## config.mk

```make
export PLATFORM = sky130hd
export DESIGN_NAME = ifr_input_function_router
export DESIGN_NICKNAME = d
export VERILOG_FILES = /design/src/design/ifr_pkg.sv /design/src/design/ifr_input_function_router.sv
export SDC_FILE = /design/constraint.sdc
export NUM_CORES = 1
export LEC_CHECK = 0
export ABC_AREA = 1
export BUFFER_PORTS_ARGS = -buffer_cell sky130_fd_sc_hd__buf_2
export CAP_MARGIN = 20
export CORE_MARGIN = 2
export CORE_UTILIZATION = 50
export DETAILED_ROUTE_END_ITERATION = 12
export GPL_ROUTABILITY_DRIVEN = 1
export PLACE_DENSITY = 0.69
export SLEW_MARGIN = 20
export SYNTH_ARGS = -nofsm -noshare
export SYNTH_HDL_FRONTEND = slang
export SYNTH_SLANG_ARGS = --single-unit
```

## constraint.sdc

```tcl
create_clock -name i_sys_clk -period 3.9 [get_ports i_sys_clk]
set_input_delay 0.78 -clock i_sys_clk [delete_from_list [all_inputs] [get_ports i_sys_clk]]
set_output_delay 0.78 -clock i_sys_clk [all_outputs]
set_load 0.01 [all_outputs]
```

## src/design/ifr_pkg.sv

```systemverilog
// Constants and types shared by the input function router.
//
// Summary of operation
// Four base inputs, each with own selector.
// Inputs sharing a function are ORed.
// Selector codes decoded; input one defaults run.
// Stop is active low, stop inputs ANDed.
// Normal reset on edge, auto reset level.
// Enable low cuts output; enables ANDed.
// No enable input means enable held asserted.
// Jog inputs always act on level.
// Two select bits choose sets A to D.
// Set selection only when source is inputs.
// Local/remote input selects local mode.
// Analogue gate input gates analogue input.
// Autoset always acts on rising edge.
// Spin brake accepted while stopped and rotating.
// Alarm one active low, inputs ORed.
// Alarm two active low.
// Timer inputs start timers on rising edge.
// Option board inputs behave like base inputs.
// Inputs two to four default stop, set bit 0, reset.
// Analogue gate config: always, low, high.
// Inputs synchronised; edges from previous sample.
package ifr_pkg;

    // ****************************************************************
    // Input counts
    // ****************************************************************
    localparam int unsigned IFR_NUM_BASE = 4;
    localparam int unsigned IFR_NUM_BOARDS = 2;
    localparam int unsigned IFR_PER_BOARD = 3;
    localparam int unsigned IFR_NUM_IN = IFR_NUM_BASE + IFR_NUM_BOARDS * IFR_PER_BOARD;
    localparam int unsigned IFR_CODE_W = 5;
    localparam int unsigned IFR_IDX_W = 4;

    typedef logic [IFR_CODE_W-1:0] ifr_code_t;
    typedef logic [IFR_NUM_IN-1:0] ifr_vec_t;

    // ****************************************************************
    // Function codes
    // ****************************************************************
    localparam ifr_code_t IFR_FN_OFF = 5'h00;
    localparam ifr_code_t IFR_FN_STOP = 5'h01;
    localparam ifr_code_t IFR_FN_RESET = 5'h02;
    localparam ifr_code_t IFR_FN_ENABLE = 5'h03;
    localparam ifr_code_t IFR_FN_RUN_FORWARD_CMD = 5'h04;
    localparam ifr_code_t IFR_FN_RUN_REVERSE_CMD = 5'h05;
    localparam ifr_code_t IFR_FN_INCH_FWD = 5'h06;
    localparam ifr_code_t IFR_FN_INCH_REV = 5'h07;
    localparam ifr_code_t IFR_FN_SET_BIT0 = 5'h08;
    localparam ifr_code_t IFR_FN_SET_BIT1 = 5'h09;
    localparam ifr_code_t IFR_FN_LOCAL = 5'h0A;
    localparam ifr_code_t IFR_FN_ANALOG_GATE = 5'h0B;
    localparam ifr_code_t IFR_FN_AUTOSET = 5'h0C;
    localparam ifr_code_t IFR_FN_SPIN_BRAKE = 5'h0D;
    localparam ifr_code_t IFR_FN_ALARM1 = 5'h10;
    localparam ifr_code_t IFR_FN_ALARM2 = 5'h11;
    localparam ifr_code_t IFR_FN_TIMER1 = 5'h12;

    // ****************************************************************
    // Reset values of the selectors, the enable and the analogue active output
    // ****************************************************************
    localparam ifr_code_t IFR_DEF_SEL0 = IFR_FN_RUN_FORWARD_CMD;
    localparam ifr_code_t IFR_DEF_SEL1 = IFR_FN_STOP;
    localparam ifr_code_t IFR_DEF_SEL2 = IFR_FN_SET_BIT0;
    localparam ifr_code_t IFR_DEF_SEL3 = IFR_FN_RESET;
    localparam ifr_code_t IFR_DEF_SEL_BOARD = IFR_FN_OFF;
    localparam logic IFR_RST_ENABLE = 1'h1;
    localparam logic IFR_RST_ANALOG = 1'h1;

    // ****************************************************************
    // Analogue gate configuration
    // ****************************************************************
    localparam logic [1:0] IFR_AG_ALWAYS = 2'h0;
    localparam logic [1:0] IFR_AG_WHEN_LOW = 2'h1;
    localparam logic [1:0] IFR_AG_WHEN_HIGH = 2'h2;

    localparam int unsigned IFR_NUM_TIMERS = 4;

endpackage : ifr_pkg

```

## src/design/ifr_input_function_router.sv

```systemverilog
// Input function router: maps discrete inputs to starter command functions.
`timescale 1ns/1ps

module ifr_input_function_router (
    input wire logic i_sys_clk, // System clock, 25 MHz
    input wire logic i_rst_n, // Asynchronous reset, active low
    input wire logic [ifr_pkg::IFR_NUM_IN-1:0] i_discrete_input, // 0-3 base, 4-9 boards
    input wire logic [ifr_pkg::IFR_NUM_BOARDS-1:0] i_board_fitted, // Option board present
    input wire logic i_sel_wr, // Selector write strobe
    input wire logic [ifr_pkg::IFR_IDX_W-1:0] i_sel_index, // Selector to write
    input wire logic [ifr_pkg::IFR_CODE_W-1:0] i_sel_code, // Function code to write
    input wire logic i_edge_mode, // 1: run commands edge triggered
    input wire logic i_auto_reset_on, // Auto reset function enabled
    input wire logic i_set_src_inputs, // Set source is the inputs
    input wire logic [1:0] i_param_set_other, // Set chosen by other source
    input wire logic [1:0] i_analog_gate_config, // Analogue gate mode
    input wire logic i_motor_rotating, // Motor still turning
    output logic o_stop_req, // Stop requested
    output logic o_trip_reset_pulse, // Normal trip reset, one cycle
    output logic o_auto_reset_req, // Auto reset level
    output logic o_enable, // Internal enable
    output logic o_run_forward_cmd, // Run forward
    output logic o_run_reverse_cmd, // Run reverse
    output logic o_inch_forward_cmd, // Jog forward
    output logic o_inch_reverse_cmd, // Jog reverse
    output logic [1:0] o_param_set, // 0=A 1=B 2=C 3=D
    output logic o_local_mode, // Local control mode
    output logic o_analog_active, // Analogue input active
    output logic o_autoset_pulse, // Autoset trigger, one cycle
    output logic o_spin_brake_req, // Spin brake request
    output logic o_ext_alarm1, // External alarm 1 trip
    output logic o_ext_alarm2, // External alarm 2 trip
    output logic [ifr_pkg::IFR_NUM_TIMERS-1:0] o_timer_start // Timer start pulses
);

    // ****************************************************************
    // State
    // ****************************************************************
    typedef struct packed {
        // Input pipeline and selectors
        ifr_pkg::ifr_vec_t sync1;
        ifr_pkg::ifr_vec_t sync2;
        ifr_pkg::ifr_vec_t prev;
        logic [ifr_pkg::IFR_NUM_IN-1:0][ifr_pkg::IFR_CODE_W-1:0] sel;

        // Registered outputs
        logic stop_req;
        logic trip_reset_pulse;
        logic auto_reset_req;
        logic enable;
        logic run_forward_cmd;
        logic run_reverse_cmd;
        logic inch_fwd;
        logic inch_rev;
        logic [1:0] param_set;
        logic local_mode;
        logic analog_active;
        logic autoset_pulse;
        logic spin_brake_req;
        logic alarm1;
        logic alarm2;
        logic [ifr_pkg::IFR_NUM_TIMERS-1:0] timer_start;
    } ifr_state_t;

    ifr_state_t state_reg;
    ifr_state_t state_next;

    // ****************************************************************
    // Helpers
    // ****************************************************************
    // Mask of inputs carrying a function; unfitted board inputs never match
    // Scans all selectors per function: small and regular, no shared decoder
    function automatic ifr_pkg::ifr_vec_t fn_mask(
        input logic [ifr_pkg::IFR_NUM_IN-1:0][ifr_pkg::IFR_CODE_W-1:0] sel,
        input ifr_pkg::ifr_code_t code,
        input logic [ifr_pkg::IFR_NUM_BOARDS-1:0] fitted
    );
        ifr_pkg::ifr_vec_t m;
        m = '0;
        for (int i = 0; i < ifr_pkg::IFR_NUM_IN; i++) begin
            if (sel[i] == code) begin
                if (i < ifr_pkg::IFR_NUM_BASE) begin
                    m[i] = 1'h1;
                end else begin
                    m[i] = fitted[(i - ifr_pkg::IFR_NUM_BASE) / ifr_pkg::IFR_PER_BOARD];
                end
            end
        end
        return m;
    endfunction : fn_mask

    // OR of the selected bits
    function automatic logic fn_any(
        input ifr_pkg::ifr_vec_t m,
        input ifr_pkg::ifr_vec_t v
    );
        return |(m & v);
    endfunction : fn_any

    // AND of the selected bits; true when no input is selected
    function automatic logic fn_all(
        input ifr_pkg::ifr_vec_t m,
        input ifr_pkg::ifr_vec_t v
    );
        return &(~m | v);
    endfunction : fn_all

    // ****************************************************************
    // Next state
    // ****************************************************************
    always_comb begin
        ifr_pkg::ifr_vec_t lvl;
        ifr_pkg::ifr_vec_t rise;
        ifr_pkg::ifr_vec_t m;
        logic gate_in;
        logic [1:0] set_in;
        lvl = '0;
        rise = '0;
        m = '0;
        gate_in = 1'h0;
        set_in = 2'h0;
        state_next = state_reg;

        // ****************************************
        // Input sampling
        // ****************************************
        // Two flops against metastability; edges use the second only
        state_next.sync1 = i_discrete_input;
        state_next.sync2 = state_reg.sync1;
        state_next.prev = state_reg.sync2;
        lvl = state_reg.sync2;
        rise = state_reg.sync2 & ~state_reg.prev;

        // ****************************************
        // Selector writes
        // ****************************************
        // Out-of-range index dropped silently: no status bit reports it
        if (i_sel_wr && (i_sel_index < ifr_pkg::IFR_IDX_W'(ifr_pkg::IFR_NUM_IN))) begin
            state_next.sel[i_sel_index] = i_sel_code;
        end

        // ****************************************
        // Stop
        // ****************************************
        // Any stop input low stops; inputs ANDed as permission
        m = fn_mask(state_reg.sel, ifr_pkg::IFR_FN_STOP, i_board_fitted);
        state_next.stop_req = ~fn_all(m, lvl);

        // ****************************************
        // Trip reset
        // ****************************************
        // Normal reset on edge only, so a held contact resets once
        m = fn_mask(state_reg.sel, ifr_pkg::IFR_FN_RESET, i_board_fitted);
        state_next.trip_reset_pulse = fn_any(m, rise);
        state_next.auto_reset_req = i_auto_reset_on & fn_any(m, lvl);

        // ****************************************
        // Enable
        // ****************************************
        // ANDed; no enable input leaves it asserted
        m = fn_mask(state_reg.sel, ifr_pkg::IFR_FN_ENABLE, i_board_fitted);
        state_next.enable = fn_all(m, lvl);

        // ****************************************
        // Run and jog commands
        // ****************************************
        // Run commands follow the global trigger mode
        if (i_edge_mode) begin
            m = fn_mask(state_reg.sel, ifr_pkg::IFR_FN_RUN_FORWARD_CMD, i_board_fitted);
            state_next.run_forward_cmd = fn_any(m, rise);
            m = fn_mask(state_reg.sel, ifr_pkg::IFR_FN_RUN_REVERSE_CMD, i_board_fitted);
            state_next.run_reverse_cmd = fn_any(m, rise);
        end else begin
            m = fn_mask(state_reg.sel, ifr_pkg::IFR_FN_RUN_FORWARD_CMD, i_board_fitted);
            state_next.run_forward_cmd = fn_any(m, lvl);
            m = fn_mask(state_reg.sel, ifr_pkg::IFR_FN_RUN_REVERSE_CMD, i_board_fitted);
            state_next.run_reverse_cmd = fn_any(m, lvl);
        end

        // Jog ignores edge mode on purpose: release must stop at once
        m = fn_mask(state_reg.sel, ifr_pkg::IFR_FN_INCH_FWD, i_board_fitted);
        state_next.inch_fwd = fn_any(m, lvl);
        m = fn_mask(state_reg.sel, ifr_pkg::IFR_FN_INCH_REV, i_board_fitted);
        state_next.inch_rev = fn_any(m, lvl);

        // ****************************************
        // Parameter set
        // ****************************************
        m = fn_mask(state_reg.sel, ifr_pkg::IFR_FN_SET_BIT0, i_board_fitted);
        set_in[0] = fn_any(m, lvl);
        m = fn_mask(state_reg.sel, ifr_pkg::IFR_FN_SET_BIT1, i_board_fitted);
        set_in[1] = fn_any(m, lvl);
        if (i_set_src_inputs) begin
            state_next.param_set = set_in;
        end else begin
            // Other source owns the selection; input bits ignored
            state_next.param_set = i_param_set_other;
        end

        // ****************************************
        // Local mode
        // ****************************************
        m = fn_mask(state_reg.sel, ifr_pkg::IFR_FN_LOCAL, i_board_fitted);
        state_next.local_mode = fn_any(m, lvl);

        // ****************************************
        // Analogue gate
        // ****************************************
        m = fn_mask(state_reg.sel, ifr_pkg::IFR_FN_ANALOG_GATE, i_board_fitted);
        gate_in = fn_any(m, lvl);
        case (i_analog_gate_config)
            ifr_pkg::IFR_AG_ALWAYS: begin
                state_next.analog_active = 1'h1;
            end
            ifr_pkg::IFR_AG_WHEN_LOW: begin
                state_next.analog_active = ~gate_in;
            end
            ifr_pkg::IFR_AG_WHEN_HIGH: begin
                state_next.analog_active = gate_in;
            end
            // Undefined setting falls back to always active
            default: begin
                state_next.analog_active = 1'h1;
            end
        endcase

        // ****************************************
        // Autoset
        // ****************************************
        // Edge only, whatever the trigger mode
        m = fn_mask(state_reg.sel, ifr_pkg::IFR_FN_AUTOSET, i_board_fitted);
        state_next.autoset_pulse = fn_any(m, rise);

        // ****************************************
        // Spin brake
        // ****************************************
        // Not gated by run state: accepted while stopped and still rotating
        m = fn_mask(state_reg.sel, ifr_pkg::IFR_FN_SPIN_BRAKE, i_board_fitted);
        state_next.spin_brake_req = fn_any(m, lvl);

        // ****************************************
        // External alarms
        // ****************************************
        // Active low, so an open input trips
        m = fn_mask(state_reg.sel, ifr_pkg::IFR_FN_ALARM1, i_board_fitted);
        state_next.alarm1 = fn_any(m, ~lvl);
        m = fn_mask(state_reg.sel, ifr_pkg::IFR_FN_ALARM2, i_board_fitted);
        state_next.alarm2 = fn_any(m, ~lvl);

        // ****************************************
        // Timer starts
        // ****************************************
        // Rising edges only, one cycle each
        for (int t = 0; t < ifr_pkg::IFR_NUM_TIMERS; t++) begin
            m = fn_mask(state_reg.sel, ifr_pkg::IFR_FN_TIMER1 + ifr_pkg::IFR_CODE_W'(t),
                i_board_fitted);
            state_next.timer_start[t] = fn_any(m, rise);
        end
    end

    // ****************************************************************
    // Registers
    // ****************************************************************
    always_ff @(posedge i_sys_clk or negedge i_rst_n) begin
        if (!i_rst_n) begin
            state_reg <= '0;
            state_reg.sel[0] <= ifr_pkg::IFR_DEF_SEL0;
            state_reg.sel[1] <= ifr_pkg::IFR_DEF_SEL1;
            state_reg.sel[2] <= ifr_pkg::IFR_DEF_SEL2;
            state_reg.sel[3] <= ifr_pkg::IFR_DEF_SEL3;
            // Board selectors start unused, so a late-fitted board does nothing
            for (int i = ifr_pkg::IFR_NUM_BASE; i < ifr_pkg::IFR_NUM_IN; i++) begin
                state_reg.sel[i] <= ifr_pkg::IFR_DEF_SEL_BOARD;
            end
            // Enable starts set: defaults carry no enable input
            state_reg.enable <= ifr_pkg::IFR_RST_ENABLE;
            state_reg.analog_active <= ifr_pkg::IFR_RST_ANALOG;
        end else begin
            state_reg <= state_next;
        end
    end

    // ****************************************************************
    // Outputs
    // ****************************************************************
    // Straight from the flops, so no glitch reaches the consumers
    assign o_stop_req = state_reg.stop_req;
    assign o_trip_reset_pulse = state_reg.trip_reset_pulse;
    assign o_auto_reset_req = state_reg.auto_reset_req;
    assign o_enable = state_reg.enable;
    assign o_run_forward_cmd = state_reg.run_forward_cmd;
    assign o_run_reverse_cmd = state_reg.run_reverse_cmd;
    assign o_inch_forward_cmd = state_reg.inch_fwd;
    assign o_inch_reverse_cmd = state_reg.inch_rev;
    assign o_param_set = state_reg.param_set;
    assign o_local_mode = state_reg.local_mode;
    assign o_analog_active = state_reg.analog_active;
    assign o_autoset_pulse = state_reg.autoset_pulse;
    assign o_spin_brake_req = state_reg.spin_brake_req;
    assign o_ext_alarm1 = state_reg.alarm1;
    assign o_ext_alarm2 = state_reg.alarm2;
    assign o_timer_start = state_reg.timer_start;

endmodule : ifr_input_function_router

```

# == After elaboration in Yosys (flattened, before gate mapping) ==
# Index checks and enable logic that the tools add are counted.
# word_totals
regBits,100
in_bits,32
output_inout_bits,20
wordCells,514
# classes
order_cmp,3
eq_ne,192
mux,236
bitwise_logic,30
reduce_logical,24
# ops
op,count
$eq 5x4->1 const B,60
$eq 5x5->1 const B,60
$mux 1,230
$and 10x10->10,21
$eq 5x3->1 const B,40
$reduce_or 10->1,20
$eq 5x2->1 const B,20
$bwmux 50,1
$eq 5x1->1 const B,10
$not 10->10,4
$demux 5 s4,1
$or 10x10->10,2
$reduce_and 10->1,2
$lt 4x5->1 const B,1
$mux 5,1
$ge 4x1->1 const B,1
$lt 4x4->1 const B,1
$mux 2,2
$eq 2x1->1 const B,1
$eq 2x2->1 const B,1
$logic_and 1x1->1,2
$not 1->1,2
$pmux 1 s2,1
$and 1x1->1,1

# == Depth between registers and ports, before layout ==
# logic_depth
word_depth,6
mapped_depth,9
mapped_depth_nobuf,9

# == Least setup slack after synthesis ==
# OpenSTA, ideal clock, no wires.
# synth_path
kind,in2reg
start,input i_board_fitted[1] (netlist bit)
end,"register state_reg, in the netlist o_run_reverse_cmd"
setup_time_ns,0.071
t_arrival_ns,1.583
required_time_ns,3.829
slack_ns,2.245
cell_stages,9
n_path_buf,1
cell_sequence,buf_4 inv_1 nor2_1 nand2_1 o21ai_1 inv_1 nand3_1 nor2_1 nor2_1
# synth_rtl
element,line_no,text
start: declaration,ifr_input_function_router.sv:8,"input wire logic [ifr_pkg::IFR_NUM_BOARDS-1:0] i_board_fitted,"
end signal: assignment,ifr_input_function_router.sv:279,state_reg <= state_next;
end: declaration,ifr_input_function_router.sv:65,ifr_state_t state_reg;

# == Worst setup path after layout ==
# layout_path
start,"register state_reg, in the netlist o_enable"
end,output o_enable
# layout_rtl
element,line_no,text
end: declaration,ifr_input_function_router.sv:21,"output logic o_enable,"
# No word-level cell between the ends.

==> results summary <==
The net count reported at finish is 989. The number of placement rows is 40. Across the whole layout, storage elements account for 2510 µm². The remaining number of nets flagged by the antenna check after routing is 0. Setup total negative slack on the finished layout was measured at 0 ps. In the routed design, unresolved DRC markers number 0. The number of H-tree branching levels is 3. The detailed-route wire length per cell came out at 17.70 µm. The largest net degree at the start of global routing is 101. On the worst path, the slowest cell contributes a delay of 520 ps. The core region area came out at 11960 µm². The CTS tree is yes.

The synthesized area divided by synthesized cell count came out at 6.753 µm². The number of setup buffers added after CTS is 0. The number of pins exceeding their max-slew limit in the final report is 0. The sequential area share after synthesis is 41.16%. The net count after synthesis came out at 937. The cell-internal power came out at 1.939 mW. In this run switching power makes up 40.38% of total power.

Synthesis inferred 100 register bits. The top achievable clock speed came out at 562.0 MHz. The top cell types in the final layout, fill and taps aside, are 245 x nand2_1, 129 x inv_1, 123 x nor2_1. The post-cts gate resize count came out at 0.

The measured slew at the worst slew-check pin came out at 536.0 ps. For this run, the total global-route usage over all layers was measured as 30.96%. The repair_antennas step left the layout with diodes totalling 0. The first-pass GRT wire length came out at 30210 µm. The clock latency on the worst-skew pair is 360 ps. The run finished with clean final reports. The die footprint is 13100 µm².

The buffer depth of the longest clock path is 2. The via count of the first global-routing pass is 5578. The net switching power figure came out at 1.314 mW.

The kind of cell with the highest combined delay along the critical path is flip-flops. The biggest fanout along the worst timing path is 1. The maximum clock skew at final layout is 7.098 ps. The number of placed I/O pins came out at 52.

The starting utilization of the core area is 50.98%. The initial antenna violation count came out at 0. The total power per unit cell area came out at 478.2 nW/µm².

Buffers placed on the I/O ports in this run total 50. The number of iterations in the first detailed-routing pass is 5. Counting I/O delays and the setup requirement, the final critical path takes 1779 ps. Data on the critical path is required at its endpoint by 3120 ps. The proportion of power drawn by the clock network is 28.7%. The critical path goes through buf_2. VDD sags by at most 365.9 µV. Using the TritonRoute via totals, the vias-per-cell ratio works out to 5.565. The cell type contributing the most total cell area after synthesis is dfrtp_1. The share of cells above drive strength 1 is 9.896%. The total half-perimeter wirelength after legalization and detailed placement is 15480 µm. The area of the mapped netlist came out at 6098 µm².

The sort of element at the end of the critical path is an output pin. Fill cells in the final layout number 1206. The part of the cycle the worst path needs is 45.62%. The library cell used most frequently in the layout, excluding fill and tap cells, is nand2_1.

The number of clock sinks came out at 100. Sorting the synthesized cells by area gives the leading types as dfrtp_1 39%, nand2_1 15%, nand3_1 9.8%. At the placement stage, the worst setup path has a slack of 1833 ps. The count of yosys warnings during synthesis is 0. The clock-pin slew reported for the worst setup and hold paths after clock tree synthesis came out at 80 ps. The portion of synthesized cell area occupied by the leading cell type came out at 38.57%. The standby leakage power came out at 3.500 nW. The total number of vias came out at 6160. The share of total power in combinational logic came out at 27.4%. The area used by multi-input combinational logic came out at 3037 µm². The netlist uses 32 different library cells. Clock tree synthesis selected as its root buffer the cell clkbuf_16. In this run, CTS created clock tree buffers numbering 9. The type of the worst setup path is flip-flop to output pin.

The slowest stage of the critical path belongs to the cell dfstp_2. The reported max-cap violation count is 0. The worst setup slack after layout is 2121 ps. The share of total power dissipated in sequential elements is 43.8%. The DRC marker count from the first detailed-route iteration is 667. The routability-driven placement congestion ratio is 1.016. The post-synthesis instance total came out at 903.

The x dimension of the die is 114.4 µm. The worst pin sits at a relative slew slack of 64.27%. The flip-flop count of the largest register after layout came out at 60. The number of failing hold endpoints at the final stage came out at 0. The number of setup violations in the final report is 0. The final layout contains routed wiring with a total length of 19600 µm. The worst hold path belongs to the class flip-flop to flip-flop. Setup repair after global routing left no endpoint under its margin. The area added between synthesis and finish came out at 11.53%. The buffers plus inverters on the worst setup path is 1. The signal arrival time at the worst endpoint is 1000 ps.

The vertical extent of the die came out at 114.4 µm. The sort of element at the start of the critical path is a flip-flop. The total overflow reported by the global router is 0. The number of hold buffers added after CTS was 0.
==> final cells by class <==
| type | count | area share [%] |
|---|---|---|
| clock buffer | 9 | 3.311 |
| clock inverter | 7 | 1.306 |
| inverter | 129 | 7.119 |
| multi-input combinational | 664 | 44.65 |
| sequential | 100 | 36.90 |
| tap | 147 | 2.704 |
| timing repair buffer | 51 | 4.010 |
==> worst paths after layout <==
kind,startpoint,slack (ps),end,cells after the start
worst max-delay path,o_enable,2120,o_enable,1
worst min register to register,state_next[84],350,state_next[74],0
worst max register to register,state_reg[29],2240,o_param_set[0],9
min in group asynchronous,i_rst_n,450,state_reg[59],2
worst min-delay path,state_next[84],350,state_next[74],0
max in group asynchronous,i_rst_n,3020,state_reg[36],2
==> cells by family after synthesis <==
family | synth area share, %
buf+inv | 9.048
simple gates | 40.71
flops | 41.16
fa+ha+maj | 0.4103
compound gates | 8.679
==> layer usage <==
layer	global-route usage [%]	wire (µm)	vias up
met4	10.24	578	0
met5	0	0	-
li1	-	-	3039
met2	44.18	7968	298
met1	46.44	9307	2783
met3	6.935	1741	40
==> cell usage after synthesis <==
master and count:
a22oi_1 1, nand2_1 245, dfrtp_1 94, clkbuf_1 2, nand2_2 8, nand3b_1 2, nor4_1 3, nor3_4 2
nor2_1 123, or2_2 3, o21ai_0 26, nand2_4 1, dfstp_2 6, a22o_1 1, o221ai_1 2, nand3_1 119
nor3_1 32, o2111a_1 1, o2111ai_1 1, inv_1 129, o21ai_2 1, nor2_2 3, nand4_1 20, o22ai_1 6
buf_4 8, ha_1 2, o211ai_1 3, a21oi_1 2, a31oi_1 1, nand3_4 2, o21ai_1 52, nor3_2 2
==> power by group through the flow <==
| stage | clock network (mW) | logic, mW | registers (mW) |
|---|---|---|---|
| after floorplan | 0 | 0.606 | 1.37 |
| after global placement | 0 | 0.872 | 1.43 |
| after detailed placement | 0 | 0.872 | 1.43 |
| after CTS | 0.954 | 0.876 | 1.41 |
| after global routing | 0.993 | 1.00 | 1.44 |
| final | 0.935 | 0.892 | 1.43 |
==> through the flow <==
| stage | hold slack, ps | instances | power [mW] | instance area, µm² | util (%) |
|---|---|---|---|---|---|
| 2_1_floorplan | 331.2 | 903 | 1.979 | 6098 | - |
| 3_3_place_gp | 332.5 | 1091 | 2.300 | 6487 | 54.24 |
| 3_5_place_dp | 334.7 | 1091 | 2.304 | 6487 | 54.24 |
| 4_1_cts | 353.1 | 1107 | 3.243 | 6802 | 56.86 |
| 5_1_grt | 358.5 | 1107 | 3.442 | 6802 | 56.86 |
| 6_report | 351.8 | 1107 | 3.253 | 6802 | 56.86 |
(Power assumes the default switching activity.)
